===== src/logic/disp_cmd_pkg.sv =====
// Notes on behaviour
// - The enter-idle command (39h, no parameter) switches on idle mode.
// - In idle mode only the top bit of each red, green and blue input counts.
// - Each colour top bit selects its primary, mixing to eight colours.
// - An enter-idle command while already idle changes nothing.
// - The pixel-format command (3Ah) takes one byte; bits 7 and 3 stay zero.
// - Bits 6:4 set the video format, bits 2:0 the command one; default 70h.
// - A format field of 101, 110 or 111 means 16, 18 or 24 bits per pixel.
// - These commands work in normal mode and sleep-in, not in partial mode.
// - Write-continue (3Ch) stores pixels from where the last write stopped.
// - Set-tear-line (44h) takes two bytes, upper line byte first.
// - After set-tear-line the tear output fires when the scan hits the line.
// - The 16-bit tear line resets to zero.
// - In sleep-in the tear output is held low.
// - Scan line 0 is the first vertical-sync line; counting runs on.
package disp_cmd_pkg;
    localparam logic [7:0] CMD_FRAME_WRITE = 8'h2c;
    localparam logic [7:0] CMD_ENTER_IDLE = 8'h39;
    localparam logic [7:0] CMD_PIXEL_FORMAT = 8'h3a;
    localparam logic [7:0] CMD_WRITE_CONTINUE = 8'h3c;
    localparam logic [7:0] CMD_SET_TEAR_LINE = 8'h44;
    localparam logic [15:0] ADDR_PIXEL_FORMAT = 16'h3a00;
    localparam logic [15:0] ADDR_TEAR_UPPER = 16'h4400;
    localparam logic [15:0] ADDR_TEAR_LOWER = 16'h4401;
    localparam logic [7:0] PIXEL_FORMAT_RESET = 8'h70;
    localparam logic [15:0] TEAR_LINE_RESET = 16'h0000;
    localparam int VIDEO_FMT_LSB = 4;
    localparam int FIELD_W = 3;
    localparam logic [2:0] FMT_16BPP = 3'h5;
    localparam logic [2:0] FMT_18BPP = 3'h6;
    localparam logic [2:0] FMT_24BPP = 3'h7;
    localparam logic [4:0] BPP_16 = 5'h10;
    localparam logic [4:0] BPP_18 = 5'h12;
    localparam logic [4:0] BPP_24 = 5'h18;
    localparam int PIXEL_W = 24;
    localparam int FIFO_DEPTH = 4;
    localparam int RED_MSB = 23;
    localparam int GREEN_MSB = 15;
    localparam int BLUE_MSB = 7;
endpackage


===== src/logic/pixel_stream_if.sv =====
`timescale 1ns/1ps
`default_nettype none
// Valid/ready word stream between the command logic and the pixel FIFO.
interface pixel_stream_if #(parameter int WIDTH = 24);
    logic valid;
    logic ready;
    logic [WIDTH-1:0] data;
    modport src(output valid, output data, input ready);
    modport snk(input valid, input data, output ready);
endinterface
`default_nettype wire


===== src/logic/pixel_fifo.sv =====
`timescale 1ns/1ps
`default_nettype none
// Small synchronous FIFO; ready on the fill side drops when it is full.
module pixel_fifo #(
    parameter int WIDTH = 24,
    parameter int DEPTH = 4
) (
    input wire logic clk,
    input wire logic rstn,
    input wire logic flush,
    pixel_stream_if.snk fill,
    pixel_stream_if.src drain
);
    localparam int AW = $clog2(DEPTH);
    logic [WIDTH-1:0] mem [DEPTH];
    logic [AW-1:0] wr_ptr_reg;
    logic [AW-1:0] rd_ptr_reg;
    logic [AW:0] count_reg;
    logic push;
    logic pop;

    // Handshakes; valid comes straight from the occupancy count, ready from the count and flush.
    assign fill.ready = (count_reg != (AW+1)'(DEPTH)) && !flush;
    assign drain.valid = (count_reg != '0);
    assign drain.data = mem[rd_ptr_reg];
    assign push = fill.valid && fill.ready;
    assign pop = drain.valid && drain.ready;

    // Storage has no reset; only the pointers and the count need a defined state.
    always_ff @(posedge clk) begin
        if (push) begin
            mem[wr_ptr_reg] <= fill.data;
        end
    end

    // Pointer and count bookkeeping.
    always_ff @(posedge clk or negedge rstn) begin
        if (!rstn) begin
            wr_ptr_reg <= '0;
            rd_ptr_reg <= '0;
            count_reg <= '0;
        end else if (flush) begin
            wr_ptr_reg <= '0;
            rd_ptr_reg <= '0;
            count_reg <= '0;
        end else begin
            if (push) begin
                wr_ptr_reg <= (wr_ptr_reg == AW'(DEPTH - 1)) ? '0
                              : wr_ptr_reg + 1'b1;
            end
            if (pop) begin
                rd_ptr_reg <= (rd_ptr_reg == AW'(DEPTH - 1)) ? '0
                              : rd_ptr_reg + 1'b1;
            end
            count_reg <= count_reg + (AW+1)'(push) - (AW+1)'(pop);
        end
    end

    property p_no_overfill;
        @(posedge clk) disable iff (!rstn)
        (count_reg == (AW+1)'(DEPTH)) |-> !fill.ready;
    endproperty
    a_no_overfill: assert property (p_no_overfill)
        else $error("FIFO accepts data while full.");
endmodule
`default_nettype wire


===== src/logic/disp_cmd_core.sv =====
`timescale 1ns/1ps
`default_nettype none
// Command interpreter for idle mode, pixel format, write-continue and tear.
module disp_cmd_core #(
    parameter int ADDR_W = 22,
    parameter int FIFO_DEPTH = disp_cmd_pkg::FIFO_DEPTH
) (
    input wire logic clk,
    input wire logic rstn,
    input wire logic soft_reset,
    input wire logic cmd_valid,
    input wire logic [7:0] cmd_code,
    input wire logic param_valid,
    input wire logic [7:0] param_data,
    input wire logic pixel_valid,
    input wire logic [23:0] pixel_data,
    output logic pixel_ready,
    output logic mem_wr_en,
    output logic [ADDR_W-1:0] mem_wr_addr,
    output logic [23:0] mem_wr_data,
    input wire logic mem_ready,
    input wire logic sleep_in,
    input wire logic partial_mode,
    input wire logic frame_start,
    input wire logic line_start,
    input wire logic dot_valid,
    input wire logic [23:0] dot_in,
    output logic [23:0] dot_out,
    output logic idle_mode,
    output logic [2:0] video_pixel_format,
    output logic [2:0] command_pixel_format,
    output logic [4:0] video_bpp,
    output logic [4:0] command_bpp,
    output logic [15:0] tear_line_value,
    output logic [15:0] current_scan_line,
    output logic tear_sync_out,
    output logic cmd_refused
);
    // -------------------------------------------------------------------
    // Command sequencing
    // -------------------------------------------------------------------
    typedef enum logic [2:0] {
        WAIT_CMD, FMT_PARAM, TEAR_UPPER, TEAR_LOWER, STREAM
    } cmd_state_type;

    cmd_state_type state_reg;
    cmd_state_type state_next;
    logic cmd_take;
    logic [7:0] pixel_format_select_reg;
    logic [7:0] tear_line_upper_reg;
    logic [15:0] tear_line_reg;
    logic tear_enable_reg;
    logic idle_reg;
    logic [ADDR_W-1:0] addr_reg;
    logic [15:0] line_reg;
    logic tear_out_reg;
    logic [23:0] dot_reg;
    logic flush;

    pixel_stream_if #(.WIDTH(disp_cmd_pkg::PIXEL_W)) fill_bus ();
    pixel_stream_if #(.WIDTH(disp_cmd_pkg::PIXEL_W)) drain_bus ();

    // Partial mode shuts this command set out; the refusal is visible.
    assign cmd_take = cmd_valid && !partial_mode;
    assign flush = soft_reset;

    // Decode a three-bit format field into bits per pixel.
    function automatic logic [4:0] fmt_bpp(input logic [2:0] f);
        logic [4:0] b;
        b = disp_cmd_pkg::BPP_24;
        unique case (f)
            disp_cmd_pkg::FMT_16BPP: b = disp_cmd_pkg::BPP_16;
            disp_cmd_pkg::FMT_18BPP: b = disp_cmd_pkg::BPP_18;
            disp_cmd_pkg::FMT_24BPP: b = disp_cmd_pkg::BPP_24;
            default: b = disp_cmd_pkg::BPP_24;
        endcase
        return b;
    endfunction

    // Next state: any command ends the current stream or parameter phase.
    always_comb begin
        state_next = state_reg;
        if (cmd_take) begin
            unique case (cmd_code)
                disp_cmd_pkg::CMD_PIXEL_FORMAT: state_next = FMT_PARAM;
                disp_cmd_pkg::CMD_SET_TEAR_LINE: state_next = TEAR_UPPER;
                disp_cmd_pkg::CMD_FRAME_WRITE: state_next = STREAM;
                disp_cmd_pkg::CMD_WRITE_CONTINUE: state_next = STREAM;
                default: state_next = WAIT_CMD;
            endcase
        end else if (cmd_valid) begin
            state_next = WAIT_CMD;
        end else if (param_valid) begin
            unique case (state_reg)
                FMT_PARAM: state_next = WAIT_CMD;
                TEAR_UPPER: state_next = TEAR_LOWER;
                TEAR_LOWER: state_next = WAIT_CMD;
                WAIT_CMD, STREAM: state_next = state_reg;
            endcase
        end
    end

    // State register.
    always_ff @(posedge clk or negedge rstn) begin
        if (!rstn) begin
            state_reg <= WAIT_CMD;
        end else if (soft_reset) begin
            state_reg <= WAIT_CMD;
        end else begin
            state_reg <= state_next;
        end
    end

    // Refusal pulse for commands arriving during partial mode.
    always_ff @(posedge clk or negedge rstn) begin
        if (!rstn) begin
            cmd_refused <= 1'b0;
        end else begin
            cmd_refused <= cmd_valid && partial_mode;
        end
    end

    // -------------------------------------------------------------------
    // Mode and format registers
    // -------------------------------------------------------------------
    // Idle is a set-only flag here; a repeat enter-idle rewrites the same 1.
    always_ff @(posedge clk or negedge rstn) begin
        if (!rstn) begin
            idle_reg <= 1'b0;
        end else if (soft_reset) begin
            idle_reg <= 1'b0;
        end else if (cmd_take && cmd_code == disp_cmd_pkg::CMD_ENTER_IDLE) begin
            idle_reg <= 1'b1;
        end
    end

    // Format byte; bits 7 and 3 are forced to zero whatever the host sends.
    always_ff @(posedge clk or negedge rstn) begin
        if (!rstn) begin
            pixel_format_select_reg <= disp_cmd_pkg::PIXEL_FORMAT_RESET;
        end else if (soft_reset) begin
            pixel_format_select_reg <= disp_cmd_pkg::PIXEL_FORMAT_RESET;
        end else if (state_reg == FMT_PARAM && param_valid && !cmd_valid) begin
            pixel_format_select_reg <= param_data & 8'h77;
        end
    end

    assign idle_mode = idle_reg;
    assign video_pixel_format = pixel_format_select_reg[
        disp_cmd_pkg::VIDEO_FMT_LSB +: disp_cmd_pkg::FIELD_W];
    assign command_pixel_format =
        pixel_format_select_reg[0 +: disp_cmd_pkg::FIELD_W];
    assign video_bpp = fmt_bpp(video_pixel_format);
    assign command_bpp = fmt_bpp(command_pixel_format);

    // -------------------------------------------------------------------
    // Tear line
    // -------------------------------------------------------------------
    // Upper byte comes first and is parked until the lower one arrives, so
    // the comparator never sees a half-updated line number.
    always_ff @(posedge clk or negedge rstn) begin
        if (!rstn) begin
            tear_line_upper_reg <= 8'h00;
            tear_line_reg <= disp_cmd_pkg::TEAR_LINE_RESET;
            tear_enable_reg <= 1'b0;
        end else if (soft_reset) begin
            tear_line_upper_reg <= 8'h00;
            tear_line_reg <= disp_cmd_pkg::TEAR_LINE_RESET;
            tear_enable_reg <= 1'b0;
        end else if (param_valid && !cmd_valid) begin
            if (state_reg == TEAR_UPPER) begin
                tear_line_upper_reg <= param_data;
            end
            if (state_reg == TEAR_LOWER) begin
                tear_line_reg <= {tear_line_upper_reg, param_data};
                tear_enable_reg <= 1'b1;
            end
        end
    end

    // Line counter: frame start marks line 0, each line start adds one.
    always_ff @(posedge clk or negedge rstn) begin
        if (!rstn) begin
            line_reg <= 16'h0000;
        end else if (frame_start) begin
            line_reg <= 16'h0000;
        end else if (line_start) begin
            line_reg <= line_reg + 16'h0001;
        end
    end

    // Registered pad output; sleep wins over a match.
    always_ff @(posedge clk or negedge rstn) begin
        if (!rstn) begin
            tear_out_reg <= 1'b0;
        end else begin
            tear_out_reg <= tear_enable_reg && !sleep_in
                            && line_reg == tear_line_reg;
        end
    end

    assign tear_line_value = tear_line_reg;
    assign current_scan_line = line_reg;
    assign tear_sync_out = tear_out_reg;

    // -------------------------------------------------------------------
    // Frame memory write path
    // -------------------------------------------------------------------
    // Only the stream state lets pixels in; a new command closes the gate
    // in the same cycle it appears, before any stray pixel is accepted.
    assign fill_bus.valid = pixel_valid && state_reg == STREAM && !cmd_valid;
    assign fill_bus.data = pixel_data;
    assign pixel_ready = fill_bus.ready && state_reg == STREAM
                         && !cmd_valid;
    assign drain_bus.ready = mem_ready;

    pixel_fifo #(
        .WIDTH(disp_cmd_pkg::PIXEL_W),
        .DEPTH(FIFO_DEPTH)
    ) u_fifo (
        .clk(clk),
        .rstn(rstn),
        .flush(flush),
        .fill(fill_bus),
        .drain(drain_bus)
    );

    // Write address: frame write restarts at zero, continue keeps counting.
    // Words still in the FIFO drain after the stream ends; they were taken
    // before the closing command and belong to that stream.
    always_ff @(posedge clk or negedge rstn) begin
        if (!rstn) begin
            addr_reg <= '0;
        end else if (soft_reset) begin
            addr_reg <= '0;
        end else if (cmd_take && cmd_code == disp_cmd_pkg::CMD_FRAME_WRITE) begin
            addr_reg <= '0;
        end else if (drain_bus.valid && mem_ready) begin
            addr_reg <= addr_reg + 1'b1;
        end
    end

    // Memory write strobe and data registered from the FIFO head.
    always_ff @(posedge clk or negedge rstn) begin
        if (!rstn) begin
            mem_wr_en <= 1'b0;
            mem_wr_addr <= '0;
            mem_wr_data <= 24'h000000;
        end else begin
            mem_wr_en <= drain_bus.valid && mem_ready;
            mem_wr_addr <= addr_reg;
            mem_wr_data <= drain_bus.data;
        end
    end

    // -------------------------------------------------------------------
    // Idle colour reduction
    // -------------------------------------------------------------------
    // Spreading each top bit over its lane gives full-on or off primaries.
    always_ff @(posedge clk or negedge rstn) begin
        if (!rstn) begin
            dot_reg <= 24'h000000;
        end else if (dot_valid) begin
            if (idle_reg) begin
                dot_reg <= {{8{dot_in[disp_cmd_pkg::RED_MSB]}},
                            {8{dot_in[disp_cmd_pkg::GREEN_MSB]}},
                            {8{dot_in[disp_cmd_pkg::BLUE_MSB]}}};
            end else begin
                dot_reg <= dot_in;
            end
        end
    end

    assign dot_out = dot_reg;

    // -------------------------------------------------------------------
    // Checks
    // -------------------------------------------------------------------
    property p_idle_enter;
        @(posedge clk) disable iff (!rstn)
        (cmd_valid && !partial_mode && !soft_reset
         && cmd_code == disp_cmd_pkg::CMD_ENTER_IDLE) |=> idle_mode;
    endproperty
    a_idle_enter: assert property (p_idle_enter)
        else $error("Enter-idle did not set idle mode.");

    property p_idle_colour;
        @(posedge clk) disable iff (!rstn)
        (idle_mode && dot_valid && !soft_reset) |=>
        dot_out == {{8{$past(dot_in[23])}}, {8{$past(dot_in[15])}},
                    {8{$past(dot_in[7])}}};
    endproperty
    a_idle_colour: assert property (p_idle_colour)
        else $error("Idle dot colour is not the top-bit primary.");

    property p_idle_repeat;
        @(posedge clk) disable iff (!rstn)
        (idle_mode && cmd_valid && !soft_reset
         && cmd_code == disp_cmd_pkg::CMD_ENTER_IDLE) |=>
        $stable(pixel_format_select_reg) && $stable(tear_line_value)
        && idle_mode;
    endproperty
    a_idle_repeat: assert property (p_idle_repeat)
        else $error("Repeated enter-idle changed state.");

    property p_format_write;
        @(posedge clk) disable iff (!rstn)
        (state_reg == FMT_PARAM && param_valid && !cmd_valid && !soft_reset)
        |=> video_pixel_format == $past(param_data[6:4])
            && command_pixel_format == $past(param_data[2:0])
            && pixel_format_select_reg[7] == 1'b0
            && pixel_format_select_reg[3] == 1'b0;
    endproperty
    a_format_write: assert property (p_format_write)
        else $error("Pixel format byte not stored as sent.");

    property p_partial_block;
        @(posedge clk) disable iff (!rstn)
        (cmd_valid && partial_mode && !soft_reset) |=>
        $stable(idle_mode) && cmd_refused && state_reg == WAIT_CMD;
    endproperty
    a_partial_block: assert property (p_partial_block)
        else $error("Command acted on in partial mode.");

    property p_continue_addr;
        @(posedge clk) disable iff (!rstn)
        (cmd_valid && !partial_mode && !soft_reset && !drain_bus.valid
         && cmd_code == disp_cmd_pkg::CMD_WRITE_CONTINUE) |=>
        $stable(addr_reg) && state_reg == STREAM;
    endproperty
    a_continue_addr: assert property (p_continue_addr)
        else $error("Write-continue moved the write address.");

    property p_tear_pair;
        @(posedge clk) disable iff (!rstn)
        (state_reg == TEAR_UPPER && param_valid && !cmd_valid && !soft_reset)
        ##1 (param_valid && !cmd_valid && !soft_reset) |=>
        tear_line_value == {$past(param_data, 2), $past(param_data)};
    endproperty
    a_tear_pair: assert property (p_tear_pair)
        else $error("Tear line bytes paired in the wrong order.");

    property p_tear_fire;
        @(posedge clk) disable iff (!rstn)
        (tear_enable_reg && !sleep_in && line_reg == tear_line_reg)
        |=> tear_sync_out;
    endproperty
    a_tear_fire: assert property (p_tear_fire)
        else $error("Tear output missed its line.");

    property p_tear_sleep;
        @(posedge clk) disable iff (!rstn)
        sleep_in |=> !tear_sync_out;
    endproperty
    a_tear_sleep: assert property (p_tear_sleep)
        else $error("Tear output high during sleep-in.");

    property p_line_zero;
        @(posedge clk) disable iff (!rstn)
        frame_start |=> current_scan_line == 16'h0000;
    endproperty
    a_line_zero: assert property (p_line_zero)
        else $error("Frame start did not give line 0.");

    property p_stream_end;
        @(posedge clk) disable iff (!rstn)
        (cmd_valid && cmd_code != disp_cmd_pkg::CMD_FRAME_WRITE
         && cmd_code != disp_cmd_pkg::CMD_WRITE_CONTINUE)
        |-> !pixel_ready ##1 !pixel_ready;
    endproperty
    a_stream_end: assert property (p_stream_end)
        else $error("Pixels still taken after a new command.");
endmodule
`default_nettype wire


===== config.mk =====
export PLATFORM = sky130hd
export DESIGN_NAME = disp_cmd_core
export DESIGN_NICKNAME = d
export VERILOG_FILES = /design/src/logic/disp_cmd_pkg.sv /design/src/logic/pixel_stream_if.sv /design/src/logic/pixel_fifo.sv /design/src/logic/disp_cmd_core.sv
export SDC_FILE = /design/constraint.sdc
export NUM_CORES = 1
export LEC_CHECK = 0
export ABC_CLOCK_PERIOD_IN_PS = 3800
export BUFFER_PORTS_ARGS = -buffer_cell sky130_fd_sc_hd__buf_2
export CORE_MARGIN = 4
export CORE_UTILIZATION = 45
export DETAILED_ROUTE_END_ITERATION = 6
export GPL_TIMING_DRIVEN = 1
export PLACE_DENSITY = 0.66
export SYNTH_ARGS = -nofsm -noshare
export SYNTH_HDL_FRONTEND = slang
export SYNTH_SLANG_ARGS = --single-unit

===== constraint.sdc =====
create_clock -name clk -period 3.8 [get_ports clk]
set_input_delay 0.19 -clock clk [delete_from_list [all_inputs] [get_ports clk]]
set_output_delay 0.19 -clock clk [all_outputs]
set_load 0.05 [all_outputs]

==> results by group <==
Run status
  – Status: finished clean

Cells and area
  – Final nets: 1,030
  – N_diodes: 0
  – Fillers: 1,697
  – Area Overhead vs Synth: 26.89%
  – Top reg by flops: u_fifo.mem
  – Register area: 6716 um^2
  – Max reg flops: 96
  – Layout cells sized above 1: 29.22%
  – Area of the multi-input gates: 2889 um^2
  – Fin area: 12,460 um^2

Worst setup path
  – Crit start category: flop
  – Worst Setup SP: u_fifo.count_reg[2]$_DFF_PN0_
  – Worst Setup Path Type: flop to flop
  – CP Max Fanout: 9
  – Critical Path End Type: flop
  – Critical path arrival: 3.15 ns
  – Worst reg-to-reg path cell count: 9
  – Worst Path Required: 4.16 ns
  – RR Startpoint: u_fifo.count_reg[2]$_DFF_PN0_

STA
  – RSZ-0062 raised after global routing: false
  – Setup TNS after final layout: 0 ns
  – Setup Skew: 0.03400 ns
  – Worst Max-Slew Pin Slew: 0.9158 ns
  – Peak Freq: 359.2 MHz
  – Slew HR: 38.94%
  – Worst Hold Margin: 0.01727 ns
  – Final hold violation count: 0
  – Final setup fails: 0
  – Max Slew Vio Count: 0
  – Fin crit share: 73.26%
  – Tmin final: 2.784 ns

Route
  – Met1 WL: 9058 um
  – Vias per std cell: 5.195
  – Final ANT Viol Nets: 0
  – DR pass1 iterations: 5
  – WL met2: 10,120 um
  – WL final: 20,980 um
  – Max layer used: met4
  – Drt initial violations: 354
  – Final routed DRC violation total: 0
  – Wire per inst: 16.92 um
  – Met3 Routed Length: 1402 um
  – Vias: 6,442

Pwr
  – Pwr Density: 541.3 nW/um^2
  – Max VDD drop: 0.4272 mV
  – Pwr Total: 6.743 mW
  – P_leak: 5.611 nW

Floorplan
  – Site row count: 53
  – I/O pin count: 199
  – Die width: 155.7 um
  – Height of the die: 155.7 um
  – Initial core utilization: 46.26%
  – Full die area: 24,240 um^2
  – Core box area: 21,220 um^2

Global routing
  – Initial antenna violation count: 0
  – First-pass GRT wire length: 33,990 um
  – Pin count of the biggest net entering global routing: 96
  – Total grt overflow: 0
  – Total track usage: 17.15%
  – Vias in the first global route: 6,394

Yosys
  – Avg Inst Size Synth: 14.13 um^2
  – Post-Syn Instances: 695
  – Async SR Flop Fraction: 61.45%
  – Synth area leaders: dfrtp_1, edfxtp_1, mux4_2
  – EDFF count, synth: 96
  – Share of the synthesized area in the top cell type: 38.24%
  – Register bit total from synthesis: 249
  – Synth cell types: 54
  – Ys flop type: dfrtp_1
  – YS warnings: 0
  – Share of the yosys chip area belonging to registers: 68.40%
  – Mapped cell area: 9817 um^2
  – Most area-hungry cell type in the Yosys netlist: dfrtp_1

Flow run
  – Max Cap Viol: 0

Clock network
  – Clock root buffer: clkbuf_16
  – CTS Sinks: 249
  – Clock latency reported for the late side of the worst-skew pair: 0.53 ns
  – H-tree Lvls: 1
  – Clock Tree Buf Depth: 3
  – Postcts setup bufs: 0
  – CTS-repair resized insts: 0
  – Worst-path clk slew: 0.06 ns
  – Num CTS Buffers: 26
  – TritonCTS clock tree: built

Hold path
  – Hold Path Class: input pin to flop
  – Worst Hold Launch: dot_in[14]
  – Worst hold path depth: 3

Placed design
  – Gpl congestion: 0.7963
  – Placed inst area: 11,020 um^2
  – Detailed placement HPWL: 13,500 um
  – # port buffers: 192
layout make-up:
class / count / area share [%]
Inverter: 12 / 0.3616
Clock inverter: 16 / 1.215
Sequential cell: 249 / 53.92
Timing Repair Buffer: 258 / 12.91
Clock buffer: 32 / 5.645
Multi-Input combinational cell: 398 / 23.19
Tap cell: 275 / 2.762
final timing paths:
path / endpoint / slack, ns
worst max-delay path: u_fifo.count_reg[2]$_DFF_PN0_ / 1.02
max in group asynchronous: addr_reg[19]$_DFFE_PN0P_ / 2.52
worst min-delay path: dot_out[14]$_DFFE_PN0P_ / 0.02
worst max register to register: u_fifo.count_reg[2]$_DFF_PN0_ / 1.02
worst min register to register: mem_wr_addr[21]$_DFF_PN0_ / 0.41
min in group asynchronous: dot_out[16]$_DFFE_PN0P_ / 0.31
through the flow:
step / util [%] / setup WS [ns] / instances
finish: 58.70 / 1.016 / 1240
global route: 58.70 / 0.7369 / 1240
CTS: 58.70 / 0.9783 / 1240
detailed placement: 51.94 / 0.9825 / 1134
global placement: 51.94 / 1.077 / 1134
floorplan: - / 1.347 / 699
cell usage after synthesis, types with 6 or more instances:
cell      instances
buf_4             6
clkbuf_1         26
dfrtp_1         150
o21ai_0           9
nor3_1            6
mux4_2           24
ha_1              8
nor4_1            8
and3_1            6
inv_1            11
nand2_1          22
nand4_1          14
a21oi_1          60
o31ai_1           7
xnor2_1           7
nor2_1           84
mux2i_1          30
or3_1             6
and2_1           10
xor2_1           35
nand3_1          11
or4_1             7
edfxtp_1         96
routing by layer:
layer | vias up | track usage, %
met4 | 0 | 4.002
met2 | 209 | 27.90
li1 | 3013 | -
met5 | - | 0
met1 | 3186 | 24.38
met3 | 34 | 3.107
critical path, stage by stage, from the launching register on:
cell and delay, ns:
dfrtp_1 0.41, o31ai_1 0.58, clkinv_1 0.44, ha_1 0.39, inv_1 0.06, ha_1 0.13, inv_1 0.05, fa_1 0.37
xnor2_1 0.16, nor2_1 0.05
power breakdown:
| part | internal (mW) | total, mW | switching [mW] |
|---|---|---|---|
| Sequential | 2.95 | 3.12 | 0.171 |
| Combinational | 0.406 | 1.15 | 0.740 |
| Clock | 1.46 | 2.48 | 1.02 |
| Total | 4.81 | 6.74 | 1.93 |
cell usage in the layout (no fill, tap or decap), drive strengths merged, types with 4 or more instances in the layout:
master	n
clkinv	12
inv	11
dlygate4sd3	58
xor2	35
nand2	23
o31ai	7
nor2b	5
nand4	15
mux2	4
buf	200
a21oi	60
xnor2	7
nor2	84
clkbuf	32
or4	8
mux4	24
nand3	11
mux2i	30
or3	6
dfrtp	150
nor3	6
nor4	8
and2	10
and3	7
conb	6
ha	8
o21ai	9
edfxtp	96
timing repair:
item	CTS	global route
hold buffers	58	0
endpoints found under the setup margin	0	0
endpoints found under the hold margin	234	0
logic make-up after synthesis:
| family | count (synthesis) | synth area share [%] |
|---|---|---|
| other | 2 | 0.07650 |
| DFF | 249 | 68.40 |
| buffers and inverters | 52 | 2.320 |
| muxes | 58 | 9.024 |
| xor gates and xnor gates | 42 | 3.747 |
| and+or+nand+nor | 195 | 10.09 |
| adders and majority gates | 9 | 1.224 |
| AOI/OAI and AO/OA | 88 | 5.111 |
(Power assumes the default switching activity.)
